File: config.mk
export PLATFORM = sky130hd
export DESIGN_NAME = tpsram
export DESIGN_NICKNAME = d
export VERILOG_FILES = /design/src/shared/tpsram_pkg.sv /design/src/verilog/tpsram.sv /design/src/verilog/tpsram_sync.sv
export VERILOG_INCLUDE_DIRS = /design/src /design/src/shared
export SDC_FILE = /design/constraint.sdc
export NUM_CORES = 2
export LEC_CHECK = 0
export BUFFER_PORTS_ARGS = -buffer_cell sky130_fd_sc_hd__buf_2
export CAP_MARGIN = 30
export CORE_UTILIZATION = 45
export DETAILED_ROUTE_END_ITERATION = 16
export HOLD_SLACK_MARGIN = 0.03
export SYNTH_ARGS = -nofsm -noshare
export SYNTH_HDL_FRONTEND = slang
export SYNTH_HIERARCHICAL = 1
export SYNTH_SLANG_ARGS = --single-unit
File: constraint.sdc
create_clock -name i_clk_sys -period 8.9 [get_ports i_clk_sys]
set_input_delay 0.89 -clock i_clk_sys [delete_from_list [all_inputs] [get_ports i_clk_sys]]
set_output_delay 0.89 -clock i_clk_sys [all_outputs]
set_load 0.05 [all_outputs]
File: src/shared/tpsram_map.svh
// Constants for the two-port parity SRAM block
`ifndef TPSRAM_MAP_SVH
`define TPSRAM_MAP_SVH

`define TPSRAM_ADDR_W  8
`define TPSRAM_DATA_W  9
`define TPSRAM_DEPTH   256
`define TPSRAM_PAR_BIT 8
`define TPSRAM_SYNC_W  34

`endif

File: src/shared/tpsram_pkg.sv
// Types for the two-port parity SRAM block
package tpsram_pkg;

    typedef enum logic [0:0] {
        TPSRAM_READ_TRANSPARENT = 1'b0,
        TPSRAM_READ_PIPELINED   = 1'b1
    } tpsram_rmode_t;

    typedef enum logic [0:0] {
        TPSRAM_PARITY_CHECK    = 1'b0,
        TPSRAM_PARITY_GENERATE = 1'b1
    } tpsram_pmode_t;

endpackage

File: src/verilog/tpsram.sv
// Two-port 256 x 9 SRAM with parity generate or check and two read modes
//
// Contract
// - Write side timed by its own clock
// - Read side timed by its own clock
// - Nine-bit data, bit 8 carries parity
// - Parity odd select: high odd, low even
// - Read parity error flags bad read data in check mode only
// - Write parity error flags bad write data in check mode only
// - Transparent mode: outputs update same read cycle
// - Pipelined mode: outputs after second read edge
// - Same-address collision passes write data out
// - Write at read edge gives new data
`timescale 1ns/1ps
`include "tpsram_map.svh"
module tpsram (
    // Clock and reset
    input  wire logic                        i_clk_sys,
    input  wire logic                        i_rst,
    // Write port pins
    input  wire logic                        i_write_clock_in,
    input  wire logic [`TPSRAM_ADDR_W-1:0]   i_write_addr_bus,
    input  wire logic                        i_write_block_sel_n,
    input  wire logic                        i_write_strobe_n,
    input  wire logic [`TPSRAM_DATA_W-1:0]   i_write_data_in,
    // Read port pins
    input  wire logic                        i_read_clock_in,
    input  wire logic [`TPSRAM_ADDR_W-1:0]   i_read_addr_bus,
    input  wire logic                        i_read_block_sel_n,
    input  wire logic                        i_read_strobe_n,
    // Configuration
    input  wire logic                        i_parity_odd_sel,
    input  wire logic                        i_parity_generate,
    input  wire logic                        i_read_pipelined,
    // Read results and write parity error flag
    output logic      [`TPSRAM_DATA_W-1:0]   o_read_data_out,
    output logic                             o_read_parity_err,
    output logic                             o_write_parity_err
);

    ////////////////////////////////////////////////////////////////////////////
    // Pin synchronisation

    localparam logic [`TPSRAM_SYNC_W-1:0] SYNC_RST =
        {2'h0, 4'hF, 3'h0, 25'h0};

    logic [`TPSRAM_SYNC_W-1:0] sync_q;
    logic                      wclk;
    logic                      rclk;
    logic                      w_blk_n;
    logic                      w_stb_n;
    logic                      r_blk_n;
    logic                      r_stb_n;
    logic                      par_odd;
    tpsram_pkg::tpsram_pmode_t pmode;
    tpsram_pkg::tpsram_rmode_t rmode;
    logic [`TPSRAM_ADDR_W-1:0] w_addr;
    logic [`TPSRAM_ADDR_W-1:0] r_addr;
    logic [`TPSRAM_DATA_W-1:0] w_data;

    tpsram_sync #(
        .W       (`TPSRAM_SYNC_W),
        .RST_VAL (SYNC_RST)
    ) i_tpsram_sync (
        .i_clk_sys (i_clk_sys),
        .i_rst     (i_rst),
        .i_d       ({i_write_clock_in, i_read_clock_in,
                     i_write_block_sel_n, i_write_strobe_n,
                     i_read_block_sel_n, i_read_strobe_n,
                     i_parity_odd_sel, i_parity_generate, i_read_pipelined,
                     i_write_addr_bus, i_read_addr_bus, i_write_data_in}),
        .o_q       (sync_q)
    );

    assign {wclk, rclk, w_blk_n, w_stb_n, r_blk_n, r_stb_n, par_odd} = sync_q[33:27];
    assign pmode  = tpsram_pkg::tpsram_pmode_t'(sync_q[26]);
    assign rmode  = tpsram_pkg::tpsram_rmode_t'(sync_q[25]);
    assign w_addr = sync_q[24:17];
    assign r_addr = sync_q[16:9];
    assign w_data = sync_q[8:0];

    ////////////////////////////////////////////////////////////////////////////
    // Edge detection and port enables

    logic wclk_d;
    logic rclk_d;
    logic wr_edge;
    logic rd_edge;
    logic wr_fire;
    logic rd_fire;
    logic collide;

    always_ff @(posedge i_clk_sys) begin
        if (i_rst) begin
            wclk_d <= 1'b0;
            rclk_d <= 1'b0;
        end else begin
            wclk_d <= wclk;
            rclk_d <= rclk;
        end
    end

    assign wr_edge = wclk & ~wclk_d;
    assign rd_edge = rclk & ~rclk_d;
    assign wr_fire = wr_edge & ~w_blk_n & ~w_stb_n;
    assign rd_fire = rd_edge & ~r_blk_n & ~r_stb_n;
    // Write seen at the same sampled instant counts as before the read edge
    assign collide = rd_fire & wr_fire & (w_addr == r_addr);

    ////////////////////////////////////////////////////////////////////////////
    // Parity

    // Bit 8 value that makes the word's parity match the odd/even choice
    function automatic logic par_of(input logic [7:0] d, input logic odd);
        par_of = (^d) ^ odd;
    endfunction

    logic [`TPSRAM_DATA_W-1:0] w_word;

    always_comb begin
        w_word = w_data;
        if (pmode == tpsram_pkg::TPSRAM_PARITY_GENERATE) begin
            w_word[`TPSRAM_PAR_BIT] = par_of(w_data[7:0], par_odd);
        end
    end

    ////////////////////////////////////////////////////////////////////////////
    // Storage; contents have no reset, as in the array itself

    logic [`TPSRAM_DATA_W-1:0] mem [`TPSRAM_DEPTH];

    always_ff @(posedge i_clk_sys) begin
        if (wr_fire) begin
            mem[w_addr] <= w_word;
        end
    end

    always_ff @(posedge i_clk_sys) begin
        if (i_rst) begin
            o_write_parity_err <= 1'b0;
        end else if (wr_fire) begin
            o_write_parity_err <= (pmode == tpsram_pkg::TPSRAM_PARITY_CHECK) &&
                (w_data[`TPSRAM_PAR_BIT] != par_of(w_data[7:0], par_odd));
        end
    end

    ////////////////////////////////////////////////////////////////////////////
    // Read path

    logic [`TPSRAM_DATA_W-1:0] rd_word;
    logic                      rd_err;
    logic [`TPSRAM_DATA_W-1:0] stage_data;
    logic                      stage_err;

    assign rd_word = collide ? w_word : mem[r_addr];
    assign rd_err  = (pmode == tpsram_pkg::TPSRAM_PARITY_CHECK) &&
                     (rd_word[`TPSRAM_PAR_BIT] != par_of(rd_word[7:0], par_odd));

    // Pipeline stage catches the access at its first read edge
    always_ff @(posedge i_clk_sys) begin
        if (i_rst) begin
            stage_data <= '0;
            stage_err  <= 1'b0;
        end else if (rd_fire) begin
            stage_data <= rd_word;
            stage_err  <= rd_err;
        end
    end

    // Single output register, so the pins always come from a flop
    always_ff @(posedge i_clk_sys) begin
        if (i_rst) begin
            o_read_data_out   <= '0;
            o_read_parity_err <= 1'b0;
        end else begin
            unique case (rmode)
                tpsram_pkg::TPSRAM_READ_TRANSPARENT: begin
                    if (rd_fire) begin
                        o_read_data_out   <= rd_word;
                        o_read_parity_err <= rd_err;
                    end
                end
                tpsram_pkg::TPSRAM_READ_PIPELINED: begin
                    if (rd_edge) begin
                        o_read_data_out   <= stage_data;
                        o_read_parity_err <= stage_err;
                    end
                end
            endcase
        end
    end
endmodule

File: src/verilog/tpsram_sync.sv
// Two-flop synchroniser for a bus of independent pin levels
`timescale 1ns/1ps
module tpsram_sync #(
    parameter int         W       = 1,
    parameter logic [W-1:0] RST_VAL = '0
) (
    // Clock and reset
    input  wire logic         i_clk_sys,
    input  wire logic         i_rst,
    // Levels
    input  wire logic [W-1:0] i_d,
    output logic      [W-1:0] o_q
);

    logic [W-1:0] meta;

    // Meta stage feeds only the second stage
    always_ff @(posedge i_clk_sys) begin
        if (i_rst) begin
            meta <= RST_VAL;
            o_q  <= RST_VAL;
        end else begin
            meta <= i_d;
            o_q  <= meta;
        end
    end

endmodule

==> flow_summary.ini <==
[placement]
place_ws_ps = 3290
place_congestion = 0.879
place_area_mm2 = 0.0970
dp_hpwl_um = 163000
dp.cells = 7161
io_buffers = 46

[worst_setup_path]
arrival_ps = 6480
critical_path_buf_inv_count = 2
cpMostUsedCell = a31oi_1
r2r_cells = 14
crit_path_max_incr_delay_ps = 940
cp_cell_sequence = buf_12 > and2b_1 > a22o_1 > a2111oi_1 > clkdlybuf4s15_2 > a31oi_1 > a31oi_1 > a2111oi_0 > nor4_2 > xor2_1 > xnor3_1 > xnor2_1 > nand2_1 > a31oi_1
reg2reg_from = i_tpsram_sync/o_q[9]
reg2reg_to = o_read_parity_err
worstSetupStartpoint = i_tpsram_sync/o_q[9]
cp_max_fo = 74
regToRegSetupSlack_ps = 3220
cpLargestDelayFamily = compound AO/OA/AOI/OAI gates
cp-start-kind = register
cp.required_ps = 9700
end_kind = register
worst_path_max_delay_cell = dfxtp_4
worstSetupPathType = reg -> reg
path_depth = 14

[global_routing]
grt_pass1_vias = 46300
use_met2 = 0.380
met1_usage = 0.353
grt_busiest_layer = met2
antenna_found_initial = 6
grt_usage = 0.247
grt_max_degree = 209
grt_pass1_wl_um = 362000
grt_overflow = 0
met3_usage = 0.0503

[sta]
hold_slack_ps = 197
worst_slew_pin_slew_ps = 1110
finalSetupViolCount = 0
period_minus_slack_ps = 5680
tns_ps = 0
final_hold_viol_count = 0
finClkSkew_ps = 58.5
drv_slew = 0
setup_slack_ps = 3220
rsz0062_at_grt = no
fin_crit_sh = 0.638
max_freq_mhz = 176
maxSlewHeadroom = 0.256

[cells_and_area]
final_layout_size_suffix_gt1_frac = 0.249
syn2layout_area_growth_pct = 12.8
mostFrequentLayoutCells = edfxtp_1 (2304), mux4_2 (518), nor2_1 (295)
fin_cells = 7612
final_nets = 4765
final_common_cell = edfxtp_1
finish.instance_area_mm2 = 0.104
final_util = 0.511

[synthesis]
synthFlopType = edfxtp_1
yosys_warnings = 6
synth_top_area_frac = 0.747
synth-edff-count = 2304
ys_types = 66
syn_area_mm2 = 0.0926
ys_top_cells_by_area = edfxtp_1 (75%), mux4_2 (13%), dfxtp_1 (2.0%)
synthCells = 4448
synth-async-reset-ratio = 0
synth_area_per_cell_um2 = 20.8
syn_nets = 4484
ys_ff_latch = 2395
seq_area_frac_synth = 0.767
synth.largest_area_cell = edfxtp_1

[clocking]
htreeDepth = 4
cts_tree = built
post_cts_buffers = 0
numCtsBuffers = 227
path_clk_slew_ps = 60
cts.repair.resized = 0
cts_buffer_depth = 3
hold_buffers = 0
insertion_delay_ps = 880
clock_sinks = 2395
cts_root_buffer = clkbuf_16

[route]
wl_per_cell_um = 33.9
drtPass1Iterations = 6
drc = 0
viasPerCell = 6.20
drt-total-wl_um = 258000
route.vias.total = 47200
drt_iter0_drc = 6569
ant_nets = 0

[floorplan]
die_height_um = 456
die_w_um = 456
rows = 166
dieArea_mm2 = 0.208
core_area_mm2 = 0.205
pin_count = 47
initial_core_util = 0.453

[pwr]
p_sw_mw = 4.82
finalPower_mw = 22.7
ir_drop_uv = 198
p_per_area_mw_per_mm2 = 217
p_int_mw = 17.8
leakagePower_nw = 28.7
power.share.switching = 0.213
p_seq_frac = 0.547
clockPowerShare = 0.416
p_comb_frac = 0.038

[min_path]
hp-start = i_read_strobe_n
min_to = i_tpsram_sync/meta[28]
hp-class = in -> reg
holdPathStages = 2

[run_status]
outcome = complete, no violations

[flow_run]
max-cap-violations = 0
==> layout make-up <==
type / count / area (um^2)
Fill cell: 16000 / 100000
Sequential cell: 2395 / 71100
Multi-Input combinational cell: 1774 / 20100
Clock buffer: 299 / 6100
Tap cell: 2688 / 3360
Timing Repair Buffer: 326 / 2770
Clock inverter: 122 / 1070
Inverter: 5 / 18.8
Antenna cell: 3 / 7.51
==> state kept, by name, summed over array words and instances, names as in the netlist <==
signal and cells:
stage_err 1, o_write_parity_err 1, mem 2304, o_read_parity_err 1, wclk_d 1, o_read_data_out 9, i_tpsram_sync/meta 34, i_tpsram_sync/o_q 34
rclk_d 1, stage_data 9
==> layer usage <==
layer	part of all wire	up-vias	routed length [um]
met3	0.094	435	24200
met4	0.037	12	9460
met5	0.00031	-	79
li1	-	19000	-
met2	0.46	2465	119000
met1	0.41	25300	105000
==> worst max-delay path by stage <==
stage	endpoint	slack, ps
6_report	o_read_parity_err	3220
3_3_place_gp	stage_err	2660
5_1_grt	o_read_parity_err	2940
2_1_floorplan	o_read_parity_err	1000
3_5_place_dp	o_read_parity_err	3290
4_1_cts	o_read_parity_err	3260
==> cell usage after synthesis (all sizes together), types with 16 or more instances <==
cell type and number:
a21oi 99, a22oi 198, a31oi 18, buf 144, clkbuf 130, dfxtp 91
edfxtp 2304, mux2 16, mux2i 154, mux4 537, nand2 87, nand3 51
nand4 18, nor2 300, nor2b 92, nor3 17, nor4 23, o21ai 21
xnor2 16
==> power by group through the flow <==
stage,logic [mW],clock network (mW),registers [mW]
6_report,0.851,9.41,12.4
4_1_cts,0.839,9.52,12.4
3_5_place_dp,0.838,0,12.6
2_1_floorplan,0.475,0,12.7
3_3_place_gp,0.827,0,12.6
5_1_grt,0.882,9.91,12.4
==> worst register-to-register path, cell delays in order (launching register included) <==
cell,delay [ps]
dfxtp_4,940
buf_12,650
and2b_1,450
a22o_1,330
a2111oi_1,320
clkdlybuf4s15_2,330
a31oi_1,60
a31oi_1,740
a2111oi_0,200
nor4_2,470
xor2_1,230
xnor3_1,340
xnor2_1,300
nand2_1,100
a31oi_1,170
==> cells by family (layout without fill, tap and decap cells) <==
family                 count (synthesis)  count (layout)  share of synthesized area
flip-flops                          2395            2395                      0.767
multiplexers                         707             707                      0.150
AND/OR/NAND/NOR                      634             634                     0.0322
AO/OA/AOI/OAI                        409             409                     0.0302
buffers and inverters                279             752                     0.0178
XOR/XNOR                              24              24                    0.00257
other                                  0               3                          0
No activity file was read; power rests on OpenSTA's default activity.
